[src/hid_sensor_pkg.sv]
// Constants for the sensor report server: descriptor values, field
// widths, report numbers and stream lengths.
// Assumes nothing of its surroundings; holds definitions only.
package hid_sensor_pkg;

  // ----------------------------------------------------------------
  // Descriptor field values
  // ----------------------------------------------------------------
  localparam logic [15:0] DESC_LEN = 16'h001e; // Descriptor bytes
  localparam logic [15:0] PROTO_REV = 16'h0100; // Protocol revision
  localparam logic [15:0] RDESC_SIZE = 16'h0c8d; // Report desc bytes
  localparam logic [15:0] RDESC_ID = 16'h0002; // Report desc register
  localparam logic [15:0] INPUT_ID = 16'h0003; // Input report register
  localparam logic [15:0] MAX_IN = 16'h000d; // Max input length
  localparam logic [15:0] OUT_ID = 16'h0000; // No output register
  localparam logic [15:0] MAX_OUT = 16'h0000; // No output report
  localparam logic [15:0] CMD_ID = 16'h0005; // Command register
  localparam logic [15:0] DATA_ID = 16'h0006; // Data register
  localparam logic [15:0] HDESC_ID = 16'h0001; // Descriptor register
  localparam logic [15:0] MAKER_CODE = 16'h0a5a; // Arbitrary value
  localparam logic [15:0] PART_CODE = 16'h0123; // Arbitrary value
  localparam logic [15:0] REV_CODE = 16'h0001; // Arbitrary value

  // ----------------------------------------------------------------
  // Packed images, byte 0 in the low bits
  // ----------------------------------------------------------------
  localparam int VEC_W = 264; // Widest stream image
  localparam logic [VEC_W-1:0] HID_DESC = {24'h0, 32'h0, REV_CODE,
    PART_CODE, MAKER_CODE, DATA_ID, CMD_ID, MAX_OUT, OUT_ID, MAX_IN,
    INPUT_ID, RDESC_ID, RDESC_SIZE, PROTO_REV, DESC_LEN};
  // Six 16-bit label elements, one character each; arbitrary text
  localparam logic [95:0] SENSOR_LABEL = {16'h0045, 16'h0053,
    16'h004e, 16'h0045, 16'h0053, 16'h0058};
  localparam logic [7:0] LINK_TYPE = 8'h00; // Integrated sensor

  // ----------------------------------------------------------------
  // Report numbers and stream lengths
  // ----------------------------------------------------------------
  localparam logic [7:0] RPT_ACCEL = 8'h01;
  localparam logic [7:0] RPT_COMPASS = 8'h02;
  localparam logic [7:0] RPT_GYRO = 8'h03;
  localparam logic [7:0] RPT_INCL = 8'h04;
  localparam logic [7:0] RPT_ORIENT = 8'h05;
  localparam int IDX_W = 12; // Byte index width
  localparam logic [IDX_W-1:0] FEAT_BYTES = 12'h021; // With prefix
  localparam logic [IDX_W-1:0] PAY_SHAKE = 12'h00a; // Accel, gyro
  localparam logic [IDX_W-1:0] PAY_FOUR = 12'h00b; // Compass, quat
  localparam logic [IDX_W-1:0] PAY_INCL = 12'h009;
  localparam logic [IDX_W-1:0] PREFIX_BYTES = 12'h002;

  // Sensor kinds and byte sources
  typedef enum logic [2:0] {K_ACCEL, K_COMPASS, K_GYRO, K_INCL,
    K_ORIENT} sensor_kind_t;
  typedef enum logic [1:0] {SRC_DESC, SRC_RDESC, SRC_INPUT,
    SRC_FEAT} source_t;

endpackage : hid_sensor_pkg

[src/pin_sync.sv]
// Three-stage pin synchroniser with agreement filter.
// Assumes pins are asynchronous to i_clock; i_clk_en freezes it.
`timescale 1ns/1ps
module pin_sync #(
  parameter int W = 2,
  parameter logic [W-1:0] RST_VAL = '0
) (
  input wire logic i_clock,
  input wire logic i_rst_n,
  input wire logic i_clk_en,
  input wire logic [W-1:0] i_pin,
  output logic [W-1:0] o_level
);

  // ----------------------------------------------------------------
  // One chain per bit
  // ----------------------------------------------------------------
  genvar g;
  generate
    for (g = 0; g < W; g++) begin : g_bit
      logic s1_ff; // Only read by s2_ff
      logic s2_ff;
      logic s3_ff;
      logic lvl_ff; // Accepted level
      // Shift and accept once stages two and three agree
      always_ff @(posedge i_clock or negedge i_rst_n) begin
        if (!i_rst_n) begin
          s1_ff <= RST_VAL[g];
          s2_ff <= RST_VAL[g];
          s3_ff <= RST_VAL[g];
          lvl_ff <= RST_VAL[g];
        end else if (i_clk_en) begin
          s1_ff <= i_pin[g];
          s2_ff <= s1_ff;
          s3_ff <= s2_ff;
          if (s2_ff == s3_ff) begin
            lvl_ff <= s3_ff;
          end
        end
      end
      assign o_level[g] = lvl_ff;
    end
  endgenerate

endmodule : pin_sync

[src/hid_sensor_report_server.sv]
// Sensor report server: streams the fixed descriptor, the report
// descriptor, feature and input reports byte by byte to the host.
// Assumes an I2C target outside frames reads and writes by register id.
// Operation
// Descriptor length field reads 0x001e
// Protocol revision field reads 0x0100
// Report descriptor size reads 3213 bytes
// Report descriptor served at id 0x0002
// Input reports read at id 0x0003
// Maximum input size field reads 0x000d
// Output id and size both zero
// Commands written at id 0x0005
// Command data at id 0x0006
// Every sensor has feature and input reports
// Feature report field order fixed
// Feature report ends with six-element label
// Accelerometer report layout with shake byte
// Compass report: heading then field axes
// Gyroscope report layout with shake byte
// Inclinometer report: three angle values
// Orientation report: quaternion X,Y,Z,W
// Low alert while report data waits
// Host raises wake before any traffic
// Reset input clears host-facing logic; o_host_alert_n is not cleared by it
// Serial clock up to 400 kHz
// Multi-byte fields sent low byte first
// Alert held until input report read
`timescale 1ns/1ps
module hid_sensor_report_server (
  input wire logic i_clock,
  input wire logic i_rst_n,
  input wire logic i_clk_en,
  input wire logic i_wake_request,
  input wire logic i_iface_reset_in_n,
  input wire logic i_rd_start,
  input wire logic [15:0] i_rd_id,
  input wire logic i_tx_ack,
  output logic o_tx_valid,
  output logic [7:0] o_tx_byte,
  output logic o_tx_last,
  output logic o_busy,
  input wire logic i_wr_valid,
  input wire logic [15:0] i_wr_id,
  input wire logic [7:0] i_wr_byte,
  output logic o_cmd_valid,
  output logic o_data_valid,
  output logic [7:0] o_wr_byte,
  output logic [11:0] o_rdesc_addr,
  input wire logic [7:0] i_rdesc_byte,
  input wire logic i_sample_valid,
  input wire logic [2:0] i_sample_kind,
  input wire logic [7:0] i_sample_state,
  input wire logic [7:0] i_sample_event,
  input wire logic [15:0] i_sample_v0,
  input wire logic [15:0] i_sample_v1,
  input wire logic [15:0] i_sample_v2,
  input wire logic [15:0] i_sample_v3,
  input wire logic [7:0] i_sample_shake,
  input wire logic [7:0] i_feat_number,
  input wire logic [7:0] i_feat_reporting,
  input wire logic [7:0] i_feat_power,
  input wire logic [7:0] i_feat_state,
  input wire logic [15:0] i_feat_period,
  input wire logic [15:0] i_feat_accuracy,
  input wire logic [15:0] i_feat_resolution,
  input wire logic [15:0] i_feat_threshold,
  input wire logic [15:0] i_feat_max,
  input wire logic [15:0] i_feat_min,
  input wire logic [15:0] i_feat_min_period,
  output logic o_host_alert_n
);

  // ----------------------------------------------------------------
  // Declarations
  // ----------------------------------------------------------------
  localparam int W = hid_sensor_pkg::VEC_W;
  localparam int IW = hid_sensor_pkg::IDX_W;

  typedef enum logic [1:0] {ST_IDLE, ST_FETCH, ST_SEND} seq_t;

  seq_t state_ff; // Sequencer state
  hid_sensor_pkg::source_t src_ff; // Stream being served
  logic [IW-1:0] idx_ff; // Byte index in stream
  logic [IW-1:0] total_ff; // Stream length in bytes
  logic wake_lvl; // Filtered wake pin
  logic iface_rst_n_lvl; // Filtered interface reset pin
  logic [1:0] pin_lvl; // Synchroniser outputs

  // Latched sample, frozen while an input report goes out
  hid_sensor_pkg::sensor_kind_t kind_ff;
  logic [7:0] s_state_ff;
  logic [7:0] s_event_ff;
  logic [15:0] s_v0_ff;
  logic [15:0] s_v1_ff;
  logic [15:0] s_v2_ff;
  logic [15:0] s_v3_ff;
  logic [7:0] s_shake_ff;

  logic [W-1:0] feat_vec; // Feature report image
  logic [W-1:0] in_vec; // Input report image
  logic [IW-1:0] in_pay; // Input payload length
  logic [7:0] cur_byte; // Byte at idx_ff of current stream
  logic in_busy; // Input report being served
  logic capture; // Sample accepted this cycle
  logic in_done; // Input report fully read
  logic iface_clr; // Host interface held in reset
  logic tx_valid_ff;
  logic [7:0] tx_byte_ff;
  logic tx_last_ff;
  logic alert_n_ff;
  logic cmd_valid_ff;
  logic data_valid_ff;
  logic [7:0] wr_byte_ff;
  logic busy_ff; // Registered copy of state_ff != ST_IDLE

  // ----------------------------------------------------------------
  // Byte picker, shared by all streams except the report descriptor
  // ----------------------------------------------------------------
  function automatic logic [7:0] pick(input logic [W-1:0] v,
                                      input logic [IW-1:0] i);
    logic [W-1:0] s;
    s = v >> {i[5:0], 3'b000};
    return s[7:0];
  endfunction : pick

  // ----------------------------------------------------------------
  // Pin synchronisers
  // ----------------------------------------------------------------
  pin_sync #(
    .W(2),
    .RST_VAL(2'h2)
  ) u_sync (
    .i_clock(i_clock),
    .i_rst_n(i_rst_n),
    .i_clk_en(i_clk_en),
    .i_pin({i_iface_reset_in_n, i_wake_request}),
    .o_level(pin_lvl)
  );
  assign wake_lvl = pin_lvl[0];
  assign iface_rst_n_lvl = pin_lvl[1];
  assign iface_clr = !iface_rst_n_lvl;

  // ----------------------------------------------------------------
  // Report images, all fields low byte first
  // ----------------------------------------------------------------
  // Feature report: same layout for every sensor
  always_comb begin
    feat_vec = {hid_sensor_pkg::SENSOR_LABEL,
      i_feat_min_period, i_feat_min, i_feat_max,
      i_feat_threshold, i_feat_resolution, i_feat_accuracy,
      i_feat_period, i_feat_state, i_feat_power, i_feat_reporting,
      hid_sensor_pkg::LINK_TYPE, i_feat_number,
      4'h0, hid_sensor_pkg::FEAT_BYTES};
  end

  // Input report: length prefix, then the layout of the sensor kind
  always_comb begin
    in_vec = '0;
    in_pay = hid_sensor_pkg::PAY_SHAKE;
    case (kind_ff)
      hid_sensor_pkg::K_ACCEL: begin
        in_vec[95:16] = {s_shake_ff, s_v2_ff, s_v1_ff, s_v0_ff,
          s_event_ff, s_state_ff, hid_sensor_pkg::RPT_ACCEL};
      end
      hid_sensor_pkg::K_COMPASS: begin
        in_pay = hid_sensor_pkg::PAY_FOUR;
        in_vec[103:16] = {s_v3_ff, s_v2_ff, s_v1_ff, s_v0_ff,
          s_event_ff, s_state_ff, hid_sensor_pkg::RPT_COMPASS};
      end
      hid_sensor_pkg::K_GYRO: begin
        in_vec[95:16] = {s_shake_ff, s_v2_ff, s_v1_ff, s_v0_ff,
          s_event_ff, s_state_ff, hid_sensor_pkg::RPT_GYRO};
      end
      hid_sensor_pkg::K_INCL: begin
        in_pay = hid_sensor_pkg::PAY_INCL;
        in_vec[87:16] = {s_v2_ff, s_v1_ff, s_v0_ff,
          s_event_ff, s_state_ff, hid_sensor_pkg::RPT_INCL};
      end
      default: begin
        in_pay = hid_sensor_pkg::PAY_FOUR;
        in_vec[103:16] = {s_v3_ff, s_v2_ff, s_v1_ff, s_v0_ff,
          s_event_ff, s_state_ff, hid_sensor_pkg::RPT_ORIENT};
      end
    endcase
    in_vec[15:0] = {4'h0, in_pay + hid_sensor_pkg::PREFIX_BYTES};
  end

  // Byte of the stream at the current index
  always_comb begin
    case (src_ff)
      hid_sensor_pkg::SRC_DESC: cur_byte = pick(hid_sensor_pkg::HID_DESC,
                                                idx_ff);
      hid_sensor_pkg::SRC_RDESC: cur_byte = i_rdesc_byte;
      hid_sensor_pkg::SRC_INPUT: cur_byte = pick(in_vec, idx_ff);
      default: cur_byte = pick(feat_vec, idx_ff);
    endcase
  end

  // ----------------------------------------------------------------
  // Read sequencer
  // ----------------------------------------------------------------
  assign in_busy = (state_ff != ST_IDLE) &&
                   (src_ff == hid_sensor_pkg::SRC_INPUT);
  assign in_done = in_busy && (state_ff == ST_SEND) && i_tx_ack &&
                   tx_last_ff;

  // Id decode, byte stepping and abort on interface reset
  always_ff @(posedge i_clock or negedge i_rst_n) begin
    if (!i_rst_n) begin
      state_ff <= ST_IDLE;
      src_ff <= hid_sensor_pkg::SRC_DESC;
      idx_ff <= '0;
      total_ff <= '0;
      busy_ff <= 1'b0;
    end else if (i_clk_en) begin
      if (iface_clr) begin
        state_ff <= ST_IDLE;
        busy_ff <= 1'b0;
        idx_ff <= '0;
      end else begin
        case (state_ff)
          ST_IDLE: begin
            idx_ff <= '0;
            // Traffic only counts once the host has raised wake
            if (i_rd_start && wake_lvl) begin
              state_ff <= ST_FETCH;
              busy_ff <= 1'b1;
              case (i_rd_id)
                hid_sensor_pkg::HDESC_ID: begin
                  src_ff <= hid_sensor_pkg::SRC_DESC;
                  total_ff <= hid_sensor_pkg::DESC_LEN[IW-1:0];
                end
                hid_sensor_pkg::RDESC_ID: begin
                  src_ff <= hid_sensor_pkg::SRC_RDESC;
                  total_ff <= hid_sensor_pkg::RDESC_SIZE[IW-1:0];
                end
                hid_sensor_pkg::INPUT_ID: begin
                  src_ff <= hid_sensor_pkg::SRC_INPUT;
                  total_ff <= in_pay + hid_sensor_pkg::PREFIX_BYTES;
                end
                hid_sensor_pkg::DATA_ID: begin
                  src_ff <= hid_sensor_pkg::SRC_FEAT;
                  total_ff <= hid_sensor_pkg::FEAT_BYTES;
                end
                default: begin
                  state_ff <= ST_IDLE; // Unknown id: no bytes
                  busy_ff <= 1'b0;
                end
              endcase
            end
          end
          ST_FETCH: begin
            state_ff <= ST_SEND;
          end
          ST_SEND: begin
            // One ack per byte; 400 kHz framing is far below i_clock
            if (i_tx_ack) begin
              if (tx_last_ff) begin
                state_ff <= ST_IDLE;
                busy_ff <= 1'b0;
              end else begin
                idx_ff <= idx_ff + 1'b1;
                state_ff <= ST_FETCH;
              end
            end
          end
          default: begin
            state_ff <= ST_IDLE;
            busy_ff <= 1'b0;
          end
        endcase
      end
    end
  end

  // Output byte register, loaded in the fetch cycle
  always_ff @(posedge i_clock or negedge i_rst_n) begin
    if (!i_rst_n) begin
      tx_valid_ff <= 1'b0;
      tx_byte_ff <= 8'h00;
      tx_last_ff <= 1'b0;
    end else if (i_clk_en) begin
      if (iface_clr) begin
        tx_valid_ff <= 1'b0;
        tx_last_ff <= 1'b0;
      end else if (state_ff == ST_FETCH) begin
        tx_valid_ff <= 1'b1;
        tx_byte_ff <= cur_byte;
        tx_last_ff <= (idx_ff == total_ff - 1'b1);
      end else if (state_ff == ST_SEND && i_tx_ack) begin
        tx_valid_ff <= 1'b0;
        tx_last_ff <= 1'b0;
      end
    end
  end

  // ----------------------------------------------------------------
  // Sample capture and alert
  // ----------------------------------------------------------------
  assign capture = i_sample_valid && !in_busy;

  // Latch the newest sample unless an input report is going out
  always_ff @(posedge i_clock or negedge i_rst_n) begin
    if (!i_rst_n) begin
      kind_ff <= hid_sensor_pkg::K_ACCEL;
      s_state_ff <= 8'h00;
      s_event_ff <= 8'h00;
      s_v0_ff <= 16'h0000;
      s_v1_ff <= 16'h0000;
      s_v2_ff <= 16'h0000;
      s_v3_ff <= 16'h0000;
      s_shake_ff <= 8'h00;
    end else if (i_clk_en && capture) begin
      kind_ff <= hid_sensor_pkg::sensor_kind_t'(i_sample_kind);
      s_state_ff <= i_sample_state;
      s_event_ff <= i_sample_event;
      s_v0_ff <= i_sample_v0;
      s_v1_ff <= i_sample_v1;
      s_v2_ff <= i_sample_v2;
      s_v3_ff <= i_sample_v3;
      s_shake_ff <= i_sample_shake;
    end
  end

  // Alert low while a report waits; a sample in the release cycle is dropped
  always_ff @(posedge i_clock or negedge i_rst_n) begin
    if (!i_rst_n) begin
      alert_n_ff <= 1'b1;
    end else if (i_clk_en) begin
      if (capture) begin
        alert_n_ff <= 1'b0;
      end else if (in_done) begin
        alert_n_ff <= 1'b1;
      end
    end
  end

  // ----------------------------------------------------------------
  // Command and data register writes
  // ----------------------------------------------------------------
  // Forward host writes as one-cycle strobes
  always_ff @(posedge i_clock or negedge i_rst_n) begin
    if (!i_rst_n) begin
      cmd_valid_ff <= 1'b0;
      data_valid_ff <= 1'b0;
      wr_byte_ff <= 8'h00;
    end else if (i_clk_en) begin
      cmd_valid_ff <= i_wr_valid && wake_lvl && !iface_clr &&
                      (i_wr_id == hid_sensor_pkg::CMD_ID);
      data_valid_ff <= i_wr_valid && wake_lvl && !iface_clr &&
                       (i_wr_id == hid_sensor_pkg::DATA_ID);
      if (i_wr_valid) begin
        wr_byte_ff <= i_wr_byte;
      end
    end
  end

  // Outputs straight from flip-flops
  assign o_tx_valid = tx_valid_ff;
  assign o_tx_byte = tx_byte_ff;
  assign o_tx_last = tx_last_ff;
  assign o_busy = busy_ff;
  assign o_rdesc_addr = idx_ff;
  assign o_host_alert_n = alert_n_ff;
  assign o_cmd_valid = cmd_valid_ff;
  assign o_data_valid = data_valid_ff;
  assign o_wr_byte = wr_byte_ff;

  logic desc_on;
  assign desc_on = o_tx_valid && (src_ff == hid_sensor_pkg::SRC_DESC);
endmodule : hid_sensor_report_server

[config.mk]
export PLATFORM = sky130hd
export DESIGN_NAME = hid_sensor_report_server
export DESIGN_NICKNAME = d
export VERILOG_FILES = /design/src/hid_sensor_pkg.sv /design/src/pin_sync.sv /design/src/hid_sensor_report_server.sv
export SDC_FILE = /design/constraint.sdc
export NUM_CORES = 1
export LEC_CHECK = 0
export BUFFER_PORTS_ARGS = -buffer_cell sky130_fd_sc_hd__buf_2
export CORE_MARGIN = 2
export CORE_UTILIZATION = 46
export DETAILED_ROUTE_END_ITERATION = 8
export PLACE_DENSITY = 0.78
export SYNTH_ARGS = -nofsm -noshare
export SYNTH_HDL_FRONTEND = slang
export SYNTH_SLANG_ARGS = --single-unit
[constraint.sdc]
create_clock -name i_clock -period 2.1 [get_ports i_clock]
set_clock_uncertainty 0.05 [all_clocks]
set_input_delay 0.42 -clock i_clock [delete_from_list [all_inputs] [get_ports i_clock]]
set_output_delay 0.42 -clock i_clock [all_outputs]
set_load 0.01 [all_outputs]
==> impl_results.md <==
* Logic pwr share at 14.4%
* Crit. End Element: flip-flop
* Startpoint Class: flip-flop
* Initial core utilization at 46.84%
* Critical path class: reg2reg
* Commonest cells after routing, fill and taps aside: 324 x buf_2, 134 x dfrtp_1, 108 x buf_4
* Leak at 5.728 nW
* Wire per inst at 22.35 um
* Clock Path Buffers at 2
* Tightest Pin Transition at 0.5989 ns
* Fin area at 12590 um^2
* GRT overflow at 0
* PortBufs at 325
* Core Rows at 50
* Synth Area in Simple Gates at 11.95%
* Fillcell total at 1507
* Count of max-cap constraint violations at 0
* CTS sink cnt at 144
* Total GRT Usage at 32.21%
* # IOs at 326
* Slew Limit Fails at 0
* Sw Share at 26.36%
* CTS tree: built
* Register bit count reported by yosys at 144
* Routed WL at 34170 um
* Power per cell area at 596.8 nW/um^2
* Via count at 9219
* Post-synth EDFFs at 0
* Synth Net Count at 1155
* Status: finished with violations
* Worst Hold Margin at 0.1471 ns
* Most common cell after layout, fill and taps aside: buf_2
* FMAX at 463.9 MHz
* Number of CTS-inserted buffers at 17
* Violated checks: negative setup slack
* CP max FO at 6
* Skew-Pair Late Insertion Delay at 0.44 ns
* Sequential share of power at 44.1%
* Internal power at 5.531 mW
* Synth cell types at 76
* Syn Std Cell Area at 8761 um^2
* Final worst slack at -0.05548 ns
* Async SR Flop Fraction at 100.0%
* Rel. slew slack at 59.81%
* Main combinational cell family by area after synthesis: multiplexers
* Area grow syn2layout at 43.66%
* Worst-path clk slew at 0.07 ns
* Final Core Density at 67.28%
* Post-Route Setup TNS at -0.2247 ns
* Die area at 20170 um^2
* Mapped Cells at 861
* Avg Cell Area, Syn at 10.18 um^2
* Period utilisation layout at 102.6%
* DRT Pass-1 Iters at 6
* Psw at 1.980 mW
* Vias in the first global route at 8829
* Cell Area, Placed at 11270 um^2
* Synth area leader: dfrtp_1
* Initial antenna violation count at 8
* Post-synth top area share at 39.70%
* Period minus WS final at 2.155 ns
* First DRT Iteration DRCs at 827
* Placed Cells at 1463
* Mux contribution to synthesized area at 21.65%
* H-tree depth at 4
* First-pass GRT wire length at 49510 um
* Setup slack at placement at -0.1470 ns
* Synth Area in Compound Gates at 19.41%
* CP arrival at 2.45 ns
* Post-DP HPWL at 25670 um
* YS warnings at 0
* Worst Path Required at 2.40 ns
* Layout Nets at 1570
* Core Box Area at 18710 um^2
* Final std cells w/o fill at 1529
* Routed vias/inst at 6.029
* Final Power at 7.512 mW
* Largest net degree at the start of global routing at 52
* Share of total power in the clock network at 41.5%
* Layout cells sized above 1 at 47.94%
* Post-Synth XOR/XNOR Area at 0.7998%
* Antenna-violating nets left at 0
* Peak supply drop at 0.6304 mV
* Post-Synth Adder-Cell Area at 0.2856%
* # setup viols final at 5
* Residual DRC count at 0
* Main synth FF type: dfrtp_1
* CTS root buf: clkbuf_16
* RePlAce Congestion at 0.9639
* Hold Crit Class: in2reg
* Final hold vios at 0
* Post-synthesis sequential area ratio at 41.20%
* Most area-consuming cells after synthesis: dfrtp_1 40%, mux2_1 9.3%, mux2_2 5.9%
* Die Span Y at 142.0 um
* Unrepaired setup endpoints after global routing: yes
* DIE WIDTH at 142.0 um
-- registers in the layout (all words and copies together), names as in the netlist, 7 cells and up --
name / cells
o_rdesc_addr: 12
o_tx_byte: 8
o_wr_byte: 8
s_event_ff: 8
s_shake_ff: 8
s_state_ff: 8
s_v0_ff: 16
s_v1_ff: 16
s_v2_ff: 16
s_v3_ff: 16
total_ff: 7
-- worst paths after layout --
kind / depth (start not counted) / end / slack, ns / start
max in group asynchronous: 3 / s_v1_ff[4] / 0.90 / i_rst_n
min in group asynchronous: 2 / o_cmd_valid / 0.44 / i_rst_n
worst max register to register: 9 / o_tx_byte[0] / -0.06 / o_rdesc_addr[0]
worst max-delay path: 9 / o_tx_byte[0] / -0.06 / o_rdesc_addr[0]
worst min-delay path: 2 / s_v3_ff[15] / 0.15 / i_sample_v3[15]
worst min register to register: 2 / o_tx_valid / 0.43 / o_tx_valid
-- logic make-up after synthesis --
group / Yosys count
xor+xnor: 8
flops: 144
simple gates: 211
compound gates: 248
buf+inv: 87
mux: 161
fa+ha+maj: 2
-- power by group through the flow --
stage	Clock [mW]	Sequential, mW	Combinational, mW
floorplan	0	3.27	0.488
global placement	0	3.32	0.998
detailed placement	0	3.34	1.02
CTS	3.15	3.30	1.03
global route	3.28	3.34	1.18
finish	3.12	3.31	1.08
-- worst max-delay path: stages, from the launching register on --
cell and delay, ns:
dfrtp_4 0.50, buf_8 0.16, buf_4 0.14, buf_4 0.15, mux2i_1 0.13, nand2_1 0.08, o21ai_1 0.11, o2111a_1 0.25
o41a_1 0.32, a311oi_2 0.18
-- cell type report --
class | count | area [um^2] | area share, %
Antenna cell | 6 | 15.01 | 0.1193
Clock buffer | 20 | 456.7 | 3.629
Clock inverter | 12 | 145.1 | 1.153
Inverter | 20 | 77.57 | 0.6164
Multi-Input combinational cell | 631 | 5049 | 40.11
Sequential cell | 144 | 3618 | 28.75
Tap cell | 234 | 292.8 | 2.326
Timing Repair Buffer | 462 | 2932 | 23.29
-- layer usage --
layer  track usage [%]  up-vias  wire length (um)
met5                 0        -                 0
met4             13.74        0              1190
met3             8.277       86              3517
met2             51.79      601             16280
met1             41.40     4418             13180
li1                  -     4114                 -
-- cell usage after synthesis, drive strengths merged (13+ instances only) --
cell type / number
nand2: 69
inv: 20
mux2i: 32
mux2: 118
nand3: 19
nor3: 14
o31ai: 13
a221oi: 16
o21ai: 61
nor2: 38
buf: 36
a21oi: 47
dfrtp: 139
clkbuf: 31
-- repair_timing --
item | 4_1_cts | 5_1_grt
gates resized for setup | 20 | 68
hold buffers | 1 | 0
setup endpoints to repair | 22 | 72
pin swaps | 5 | 29
endpoints found under the hold margin | 43 | 0
gates cloned | 0 | 6
buffers inserted | 3 | 18
Note: power is estimated with default switching activity, not from simulation.
